<file path="src/lps_map.vh">
// lps_map.vh: register offsets, field positions and reset values of the
// serializer; definitions only, included by lps_top
`ifndef LPS_MAP_VH
`define LPS_MAP_VH

// byte offsets on the register bus
`define LPS_OFS_CTRL 4'h0
`define LPS_OFS_STATUS 4'h4
`define LPS_OFS_WORD 4'h8
`define LPS_OFS_COUNT 4'hC

// control register fields
`define LPS_CTRL_SW_EN 0
`define LPS_CTRL_CNT_CLR 1
`define LPS_CTRL_RST_VAL 1'b1

// status register fields
`define LPS_STAT_ENABLED 0
`define LPS_STAT_LOCKED 1
`define LPS_STAT_CAS_EN 2
`define LPS_STAT_LINK_EN 3
`define LPS_STAT_ACTIVE 4

// widths and reset values
`define LPS_PAR_W 10
`define LPS_CNT_W 16
`define LPS_WAIT_RST_VAL 1'b1

`endif

</file>
<file path="src/lps_sync.v">
// lps_sync.v: two-flop synchroniser for a group of pin levels
// assumes inputs come from outside the CLK_I domain
`timescale 1ns/1ps
`default_nettype none
module lps_sync #(
  parameter W = 1
) (
  input wire clk_i,
  input wire rst_i,
  input wire [W-1:0] d_i,
  output reg [W-1:0] q_o
);
  reg [W-1:0] meta_ff;

  always @(posedge clk_i)
  begin
    if (rst_i)
    begin
      meta_ff <= {W{1'b0}};
      q_o <= {W{1'b0}};
    end
    else
    begin
      meta_ff <= d_i;
      q_o <= meta_ff;
    end
  end
endmodule
`default_nettype wire

</file>
<file path="src/lps_shift.v">
// lps_shift.v: parallel-load shift register, lowest bit out first, with
// a serial fill bit entering at the top
// assumes adv is a one-cycle strobe on clk_i; load acts only together with adv
`timescale 1ns/1ps
`default_nettype none
module lps_shift #(
  parameter W = 10
) (
  input wire clk_i,
  input wire clr_i,
  input wire adv_i,
  input wire load_i,
  input wire [W-1:0] load_data_i,
  input wire fill_i,
  output reg [W-1:0] q_o
);
  always @(posedge clk_i)
  begin
    if (clr_i)
      q_o <= {W{1'b0}};
    else if (adv_i && load_i)
      q_o <= load_data_i;
    else if (adv_i)
      q_o <= {fill_i, q_o[W-1:1]};
  end
endmodule
`default_nettype wire

</file>
<file path="src/lps_top.v">
// lps_top.v: cascadable parallel-in serial-out serializer with link clock
// output and an avalon-mm register slave
// assumes bit and word clocks are far slower than CLK_I so that their
// edges are found after two-flop synchronisation
//
// The address map and the Avalon-MM interface to the registers were left to the implementer.
`timescale 1ns/1ps
`default_nettype none
`include "lps_map.vh"
module lps_top #(
  parameter PAR_W = `LPS_PAR_W,
  parameter CNT_W = `LPS_CNT_W
) (
  input wire CLK_I,
  input wire RST_I,
  input wire [PAR_W-1:0] PAR_DATA_IN_I,
  input wire BIT_CLOCK_IN_I,
  input wire WORD_CLOCK_REF_IN_I,
  input wire CASCADE_IN_I,
  input wire CASCADE_RX_ENABLE_I,
  input wire LINK_CLOCK_OUT_ENABLE_I,
  input wire LOCK_VALID_IN_I,
  input wire ENABLE_I,
  output reg SERIAL_DATA_OUT_O,
  output reg SERIAL_DATA_OUT_OE_O,
  output reg LINK_CLOCK_OUT_O,
  output reg LINK_CLOCK_OUT_OE_O,
  input wire [3:0] AVS_ADDRESS_I,
  input wire AVS_READ_I,
  input wire AVS_WRITE_I,
  input wire [31:0] AVS_WRITEDATA_I,
  input wire [3:0] AVS_BYTEENABLE_I,
  output reg [31:0] AVS_READDATA_O,
  output reg AVS_WAITREQUEST_O
);
  localparam BUS_IDLE = 1'b0;
  localparam BUS_ANSWER = 1'b1;

  wire [PAR_W-1:0] data_s;
  wire bclk_s;
  wire wref_s;
  wire casc_s;
  wire en_s;
  wire lock_s;
  wire cre_s;
  wire lcoe_s;
  wire bclk_rise;
  wire wref_rise;
  wire enabled;
  wire hold_rst;
  wire fill_bit;
  wire capture;
  wire [PAR_W-1:0] sh_q;
  wire bus_req;
  wire bus_acc;

  reg bclk_d_ff;
  reg wref_d_ff;
  reg pend_ff;
  reg load_pend_ff;
  reg [PAR_W-1:0] latch_ff;
  reg sw_en_ff;
  reg [CNT_W-1:0] cnt_ff;
  reg [31:0] nxt_rdata;
  reg bus_st_ff;
  reg nxt_bus_st;

  // bit clock, word clock and cascade pins
  lps_sync #(
    .W(3)
  ) u_sync_clk (
    .clk_i(CLK_I),
    .rst_i(RST_I),
    .d_i({CASCADE_IN_I, WORD_CLOCK_REF_IN_I, BIT_CLOCK_IN_I}),
    .q_o({casc_s, wref_s, bclk_s})
  );

  // control pins
  lps_sync #(
    .W(4)
  ) u_sync_ctl (
    .clk_i(CLK_I),
    .rst_i(RST_I),
    .d_i({LINK_CLOCK_OUT_ENABLE_I, CASCADE_RX_ENABLE_I, LOCK_VALID_IN_I,
          ENABLE_I}),
    .q_o({lcoe_s, cre_s, lock_s, en_s})
  );

  // parallel data pins
  lps_sync #(
    .W(PAR_W)
  ) u_sync_dat (
    .clk_i(CLK_I),
    .rst_i(RST_I),
    .d_i(PAR_DATA_IN_I),
    .q_o(data_s)
  );

  // edge finders on the sampled clocks
  assign bclk_rise = bclk_s & ~bclk_d_ff;
  assign wref_rise = wref_s & ~wref_d_ff;

  // device enable and the combined internal reset
  assign enabled = en_s & sw_en_ff;
  assign hold_rst = RST_I | ~enabled | ~lock_s;

  // cascade receiver gated by its own enable
  assign fill_bit = casc_s & cre_s;

  // word capture on first bit clock rise after a word clock rise
  assign capture = bclk_rise & (pend_ff | wref_rise);

  always @(posedge CLK_I)
  begin
    if (RST_I)
    begin
      bclk_d_ff <= 1'b0;
      wref_d_ff <= 1'b0;
    end
    else
    begin
      bclk_d_ff <= bclk_s;
      wref_d_ff <= wref_s;
    end
  end

  // pending word edge: a capture in the same cycle wins over a new edge and clears it
  always @(posedge CLK_I)
  begin
    if (hold_rst)
      pend_ff <= 1'b0;
    else if (wref_rise && !bclk_rise)
      pend_ff <= 1'b1;
    else if (capture)
      pend_ff <= 1'b0;
  end

  // capture into the input latch, load the shifter one edge later
  always @(posedge CLK_I)
  begin
    if (hold_rst)
    begin
      latch_ff <= {PAR_W{1'b0}};
      load_pend_ff <= 1'b0;
    end
    else if (capture)
    begin
      latch_ff <= data_s;
      load_pend_ff <= 1'b1;
    end
    else if (bclk_rise)
      load_pend_ff <= 1'b0;
  end

  // shifter with cascade fill; a reload cuts off the previous word
  lps_shift #(
    .W(PAR_W)
  ) u_shift (
    .clk_i(CLK_I),
    .clr_i(hold_rst),
    .adv_i(bclk_rise),
    .load_i(load_pend_ff),
    .load_data_i(latch_ff),
    .fill_i(fill_bit),
    .q_o(sh_q)
  );

  // serial data: lowest shifter bit registered at each bit clock rise,
  // so bit 0 leaves on the third rise after the word edge
  always @(posedge CLK_I)
  begin
    if (hold_rst)
      SERIAL_DATA_OUT_O <= 1'b0;
    else if (bclk_rise)
      SERIAL_DATA_OUT_O <= sh_q[0];
  end

  // link clock: high from capture edge, low at first rise with ref low
  always @(posedge CLK_I)
  begin
    if (hold_rst)
      LINK_CLOCK_OUT_O <= 1'b0;
    else if (capture)
      LINK_CLOCK_OUT_O <= 1'b1;
    else if (bclk_rise && !wref_s)
      LINK_CLOCK_OUT_O <= 1'b0;
  end

  // output drivers
  always @(posedge CLK_I)
  begin
    if (RST_I)
    begin
      SERIAL_DATA_OUT_OE_O <= 1'b0;
      LINK_CLOCK_OUT_OE_O <= 1'b0;
    end
    else
    begin
      SERIAL_DATA_OUT_OE_O <= enabled;
      LINK_CLOCK_OUT_OE_O <= enabled & lcoe_s;
    end
  end

  // bus slave: one wait cycle, then the request is accepted
  assign bus_req = AVS_READ_I | AVS_WRITE_I;
  assign bus_acc = bus_req & ~AVS_WAITREQUEST_O;

  // answer state follows every request seen while idle
  always @*
  begin
    nxt_bus_st = BUS_IDLE;
    case (bus_st_ff)
      BUS_IDLE:
      begin
        if (bus_req)
          nxt_bus_st = BUS_ANSWER;
      end
      BUS_ANSWER:
        nxt_bus_st = BUS_IDLE;
      default:
        nxt_bus_st = BUS_IDLE;
    endcase
  end

  always @(posedge CLK_I)
  begin
    if (RST_I)
    begin
      bus_st_ff <= BUS_IDLE;
      AVS_WAITREQUEST_O <= `LPS_WAIT_RST_VAL;
    end
    else
    begin
      bus_st_ff <= nxt_bus_st;
      AVS_WAITREQUEST_O <= (nxt_bus_st == BUS_IDLE);
    end
  end

  // control register
  always @(posedge CLK_I)
  begin
    if (RST_I)
      sw_en_ff <= `LPS_CTRL_RST_VAL;
    else if (bus_acc && AVS_WRITE_I && AVS_BYTEENABLE_I[0] &&
             AVS_ADDRESS_I == `LPS_OFS_CTRL)
      sw_en_ff <= AVS_WRITEDATA_I[`LPS_CTRL_SW_EN];
  end

  // captured word counter, cleared by software
  always @(posedge CLK_I)
  begin
    if (RST_I)
      cnt_ff <= {CNT_W{1'b0}};
    else if (capture && !hold_rst)
      cnt_ff <= cnt_ff + {{(CNT_W-1){1'b0}}, 1'b1};
    else if (bus_acc && AVS_WRITE_I && AVS_BYTEENABLE_I[0] &&
             AVS_ADDRESS_I == `LPS_OFS_CTRL &&
             AVS_WRITEDATA_I[`LPS_CTRL_CNT_CLR])
      cnt_ff <= {CNT_W{1'b0}};
  end

  // read data set up while waitrequest is high
  always @*
  begin
    nxt_rdata = 32'h0000_0000;
    case (AVS_ADDRESS_I)
      `LPS_OFS_CTRL:
        nxt_rdata[`LPS_CTRL_SW_EN] = sw_en_ff;
      `LPS_OFS_STATUS:
      begin
        nxt_rdata[`LPS_STAT_ENABLED] = enabled;
        nxt_rdata[`LPS_STAT_LOCKED] = lock_s;
        nxt_rdata[`LPS_STAT_CAS_EN] = cre_s;
        nxt_rdata[`LPS_STAT_LINK_EN] = lcoe_s;
        nxt_rdata[`LPS_STAT_ACTIVE] = ~hold_rst;
      end
      `LPS_OFS_WORD:
        nxt_rdata[PAR_W-1:0] = latch_ff;
      `LPS_OFS_COUNT:
        nxt_rdata[CNT_W-1:0] = cnt_ff;
      default:
        nxt_rdata = 32'h0000_0000;
    endcase
  end

  always @(posedge CLK_I)
  begin
    if (RST_I)
      AVS_READDATA_O <= 32'h0000_0000;
    else if (AVS_READ_I && AVS_WAITREQUEST_O)
      AVS_READDATA_O <= nxt_rdata;
  end
endmodule
`default_nettype wire

</file>
<file path="config.mk">
export PLATFORM = sky130hd
export DESIGN_NAME = lps_top
export DESIGN_NICKNAME = d
export VERILOG_FILES = /design/src/lps_sync.v /design/src/lps_shift.v /design/src/lps_top.v
export VERILOG_INCLUDE_DIRS = /design/src
export SDC_FILE = /design/constraint.sdc
export NUM_CORES = 1
export LEC_CHECK = 0
export ABC_AREA = 1
export BUFFER_PORTS_ARGS = -buffer_cell sky130_fd_sc_hd__buf_4
export CAP_MARGIN = 30
export CORE_AREA = 2 2 95 97
export CTS_CLUSTER_DIAMETER = 60
export DETAILED_ROUTE_END_ITERATION = 12
export DIE_AREA = 0 0 97 99
export PLACE_DENSITY = 0.74
export SLEW_MARGIN = 20
export SYNTH_ARGS = -nofsm -noshare
export SYNTH_HDL_FRONTEND = slang
export SYNTH_SLANG_ARGS = --single-unit
</file>
<file path="constraint.sdc">
create_clock -name CLK_I -period 1.3 [get_ports CLK_I]
set_input_delay 0.195 -clock CLK_I [delete_from_list [all_inputs] [get_ports CLK_I]]
set_output_delay 0.195 -clock CLK_I [all_outputs]
set_load 0.1 [all_outputs]
</file>
# Yosys cells after proc, flatten, opt, wreduce, memory -nomap -nowiden
# Index checks and enable logic that the tools add are counted.
# op_classes
add_sub_neg	1
eq_ne	3
n_mux	16
bitwise_logic	19
reduce_logical	18
# op_table
operator	n
16-bit two-way mux	2
10-bit two-way mux	2
16-bit by 1-bit adder with 16-bit output (second input constant)	1
4-bit one-hot mux with 3 select lines	1
5-bit one-hot mux with 2 select lines	1
2-bit nonzero test	5
1-bit logical AND	9
4-bit equality test (second input constant)	2
1-bit inverter	8
1-bit bitwise AND	7
1-bit two-way mux	7
6-bit two-way mux	1
4-bit by 3-bit equality test with 1-bit output (second input constant)	1
4-bit logical NOT	1
1-bit bitwise OR	4
1-bit one-hot mux with 4 select lines	1
1-bit logical NOT	3
1-bit one-hot mux with 2 select lines	1
# word_totals
regBits	97
input_bits	61
out_inout_bits	37
wordCells	78

# Longest topological paths before layout
# logic_depth
ltp_word	8
depth_mapped	10
mapped_depth_nobuf	10

# Hierarchy
# From an unflattened synthesis, not the netlist that was laid out.
# hier_totals
hier_cells	566
area_unflattened_um2	4160.2
# by_module_without_submodules
module	n_inst	cells_per_inst	area_per_inst_um2	seq_area_each_um2
lps_top	1	376	2682.6	1061.0
lps_sync (u_sync_dat)	1	62	573.0	400.4
lps_shift	1	85	508.0	200.2
lps_sync (u_sync_ctl)	1	25	231.5	160.2
lps_sync (u_sync_clk)	1	18	165.2	120.1

# Least setup slack after synthesis
# OpenSTA, ideal clock, no wires.
# synth_timing
kind	flip-flop to flip-flop
start	register AVS_WAITREQUEST_O
end	register AVS_READDATA_O[7]
arrival_ns	1.732
slack_ns	-0.489
stages_incl_launch_ff	8
path_buffers	1
path_cell_list	dfxtp_1 nand2_1 inv_1 clkbuf_1 nor2_1 nor2_1 o21ai_0 inv_1
# synth_between
elab_chain_len	1
# synth_lines
element	line	text
start: declaration	lps_top.v:34	output reg AVS_WAITREQUEST_O
start signal: assignment	lps_top.v:230	AVS_WAITREQUEST_O <= `LPS_WAIT_RST_VAL;
start signal: assignment	lps_top.v:235	AVS_WAITREQUEST_O <= (nxt_bus_st == BUS_IDLE);
1-bit logical AND	lps_top.v:290	else if (AVS_READ_I && AVS_WAITREQUEST_O)
end signal: assignment	lps_top.v:291	AVS_READDATA_O <= nxt_rdata;
end: declaration	lps_top.v:33	output reg [31:0] AVS_READDATA_O,
# Every way passes these cells.
# A chain may end at the register's enable or synchronous reset.

# Final worst setup path
# layout_timing
start	register u_sync_clk.q_o[0]
end	register cnt_ff[13]
# layout_between
elab_chain_len	4
word_cells_on_any_way	5
cone_classes	mux: 1; bitwise: 2; reduce/logical: 2
# layout_lines
element	line	text
start: declaration	lps_sync.v:11	output reg [W-1:0] q_o
start signal: assignment	lps_sync.v:20	q_o <= {W{1'b0}};
start signal: assignment	lps_sync.v:25	q_o <= meta_ff;
1-bit bitwise AND *	lps_top.v:100	assign bclk_rise = bclk_s & ~bclk_d_ff;
1-bit bitwise AND *	lps_top.v:111	assign capture = bclk_rise & (pend_ff | wref_rise);
1-bit logical AND *	lps_top.v:254	else if (capture && !hold_rst)
16-bit two-way mux or 2-bit nonzero test (tied branches)	-	
end signal: assignment	lps_top.v:253	cnt_ff <= {CNT_W{1'b0}};
end signal: assignment	lps_top.v:255	cnt_ff <= cnt_ff + {{(CNT_W-1){1'b0}}, 1'b1};
end signal: assignment	lps_top.v:259	cnt_ff <= {CNT_W{1'b0}};
end: declaration	lps_top.v:63	reg [CNT_W-1:0] cnt_ff;
# Mark *: on every way between the ends. The rest lies on a longest branch, timed or not.

==> flow_summary.yaml <==
cells_and_area:
  drive_gt1_frac: 0.2930
  area_growth_pct: 28.59
  diodes: 0
  nNetsFinal: 685
  design_area_um2: 5132
  n_fill_cell: 734
  layout.cells.non_filler: 736
logic_synthesis:
  synth_top_flop_cell: "dfxtp_1"
  ys_seq_area_frac: 0.4865
  synth_top_area_frac: 0.4865
  yosysMostFrequentCell: "dfxtp_1"
  ys_seq_elements: 97
  syn_inst: 538
  ys.warnings.count: 0
  yosysUniqueCellTypes: 29
  syn_avg_cell_area_um2: 7.419
  synth_area_um2: 3991
  synth_common_cells: "97 x dfxtp_1, 82 x nor2_1, 81 x nand2_1"
  synthTopCellsByArea: "dfxtp_1 49%, nor2_1 7.7%, nand2_1 7.6%"
  async_flop_share: 0
  synth_edf_count: 0
  yosysTopAreaCell: "dfxtp_1"
critical_path:
  worstSetupStartpointType: "flop"
  crit_buf_inv: 3
  critical_path_class: "flop to flop"
  worstReg2RegEnd: "cnt_ff[13]$_SDFFE_PP0P_"
  max_stage_delay_ns: 0.33
  rrSetupSlack_ns: -0.07
  r2r_cells: 9
  cp.arrival_ns: 1.64
  critPathRequiredTime_ns: 1.57
  r2r-start: "u_sync_clk.q_o[0]$_SDFF_PP0_"
  critical-path-slowest-cell: "dfxtp_2"
  cp.depth: 9
  end_kind: "flop"
  path_common_cell: "buf_12"
  path_cells: "inv_2 -> nor2_4 -> nand2_4 -> buf_12 -> nor2_8 -> buf_12 -> nand3_2 -> nand2_1 -> a21oi_2"
  cp_top_family: "simple AND/OR/NAND/NOR gates"
  cp_max_fo: 8
routing:
  drt-met1-wl_um: 3730
  vias_per_cell: 4.962
  first_iter_violations: 188
  top_layer_used: "met4"
  routed-wl-met2_um: 4749
  wl_um: 9217
  firstDrtPassIters: 5
  drcViolationCount: 0
  dr_wl_met3_um: 482
  num_vias: 3652
  postRouteAntennaNets: 0
  wl_per_cell_um: 12.52
place:
  gp_congestion: 0.8540
  io_buffers: 48
  placed_cells: 710
  hpwl_um: 6469
  placed_area_um2: 4649
floorplan:
  core-area_um2: 8551
  pin_count: 98
  die-area_um2: 9603
  die_y_um: 99
  rows: 34
  die_w_um: 97
  start_util: 0.4668
cts:
  cts-root-buf: "clkbuf_8"
  clk_latency_ns: 0.37
  cts_hold_buf: 0
  cts_max_level: 3
  cts_tree: "yes"
  clock_path_buffers: 2
  clock_sinks: 97
  clk_pin_slew_ns: 0.10
  numCtsBuffers: 9
global_routing:
  grt_max_degree: 41
  antenna_found_initial: 0
  grt_overflow: 0
  grt_pass1_wl_um: 14920
  track_usage: 0.1908
  grt_pass1_vias: 3349
sta:
  setup_ws_ns: -0.06606
  drv_slew: 0
  finClkSkew_ns: 0.008874
  hold_viol: 0
  finalWorstPathRequiredPeriod_ns: 1.366
  finalSetupTns_ns: -0.3535
  min_period_over_period: 1.051
  hold-worst-slack_ns: 0.02028
  grt_setup_unrepaired: "true"
  setup_violations: 11
  max_freq_mhz: 732.0
status:
  status: "finished, violations left"
  violations: "setup timing"
worst_hold_path:
  worstHoldEndpoint: "u_sync_ctl.meta_ff[3]$_SDFF_PP0_"
  min_path_cells: 3
  min_from: "LINK_CLOCK_OUT_ENABLE_I"
  min_path_type: "primary input to flop"
power_and_ir_drop:
  p_leak_nw: 2.250
  power.density_nw_per_um2: 1135
  power_w: 0.005826
  peakVddDrop_v: 0.0008234
job:
  cap_violations: 0
power by group:
part           total, W  internal [W]  switching, W
combinational  0.000772      0.000186      0.000586
clock           0.00197      0.000770       0.00120
sequential      0.00309       0.00305     0.0000312
worst max path at each step:
stage / endpoint / from / slack [ns]
floorplan: AVS_READDATA_O[7]$_SDFFE_PP0P_ / AVS_READDATA_O[7]$_SDFFE_PP0P_ / -0.01
global placement: cnt_ff[10]$_SDFFE_PP0P_ / cnt_ff[0]$_SDFFE_PP0P_ / -0.05
detailed placement: cnt_ff[0]$_SDFFE_PP0P_ / sw_en_ff$_SDFFE_PP1P_ / -0.09
CTS: cnt_ff[9]$_SDFFE_PP0P_ / wref_d_ff$_SDFF_PP0_ / -0.05
global route: cnt_ff[13]$_SDFFE_PP0P_ / cnt_ff[2]$_SDFFE_PP0P_ / -0.15
finish: cnt_ff[13]$_SDFFE_PP0P_ / u_sync_clk.q_o[0]$_SDFF_PP0_ / -0.07
state kept, by name, indices dropped and copies added, names as in the netlist:
register and count:
AVS_READDATA_O 16, pend_ff 1, u_sync_dat.q_o 10, sw_en_ff 1
SERIAL_DATA_OUT_O 1, cnt_ff 16, LINK_CLOCK_OUT_OE_O 1, LINK_CLOCK_OUT_O 1
latch_ff 10, wref_d_ff 1, SERIAL_DATA_OUT_OE_O 1, bclk_d_ff 1
bus_st_ff 1, u_sync_dat.meta_ff 10, u_shift.q_o 10, AVS_WAITREQUEST_O 1
u_sync_ctl.q_o 4, load_pend_ff 1, u_sync_ctl.meta_ff 4, u_sync_clk.q_o 3
u_sync_clk.meta_ff 3
cell type report:
cell class	count	area, µm²	share of cell area
Timing Repair inverter	1	7.507	0.001463
Inverter	81	307.8	0.05997
Multi-Input combinational cell	338	1737	0.3384
Sequential cell	97	1968	0.3835
Tap cell	108	135.1	0.02633
Timing Repair Buffer	95	767.0	0.1494
Clock inverter	7	86.33	0.01682
Clock buffer	9	123.9	0.02413
worst min-delay path, cell delays in order:
cell    delay [ns]
buf_4         0.08
inv_1         0.03
nor2_1        0.06
metrics by stage:
stage	setup WS [ns]	util
after detailed placement	-0.09393	0.5438
final	-0.06606	0.6002
after global routing	-0.1546	0.6002
after global placement	-0.05126	0.5438
after CTS	-0.04873	0.5757
after floorplan	-0.01033	-
routing by layer:
metal,vias to the layer above,global-route usage
met1,1686,0.2129
met2,110,0.3494
li1,1834,-
met5,-,0
met4,0,0.08342
met3,22,0.04184
cell families after synthesis:
family | count (synthesis) | share of synthesized area
other | 1 | 0.0009395
AO/OA/AOI/OAI | 106 | 0.1417
buffers and inverters | 118 | 0.1348
AND/OR/NAND/NOR | 215 | 0.2329
adder cells (fa/ha/maj) | 1 | 0.003134
flip-flops | 97 | 0.4865
repair_timing:
item | 4_1_cts | 5_1_grt
setup endpoints to repair | 33 | 33
pin swaps | 5 | 24
cloned | 1 | 1
setup buffers | 5 | 3
gates resized for setup | 10 | 60
cells in the final DEF, fill, tap and decap left out, drive strengths merged, types with 2 or more instances in the layout:
master	n
dfxtp	97
buf	95
nor2	85
nand2	84
inv	82
o21ai	50
a21oi	48
nand3	36
conb	16
clkbuf	9
nand4	7
clkinv	5
o22ai	4
a31oi	2
clkinvlp	2
nor3	2
Power figures use the tool's default switching activity.
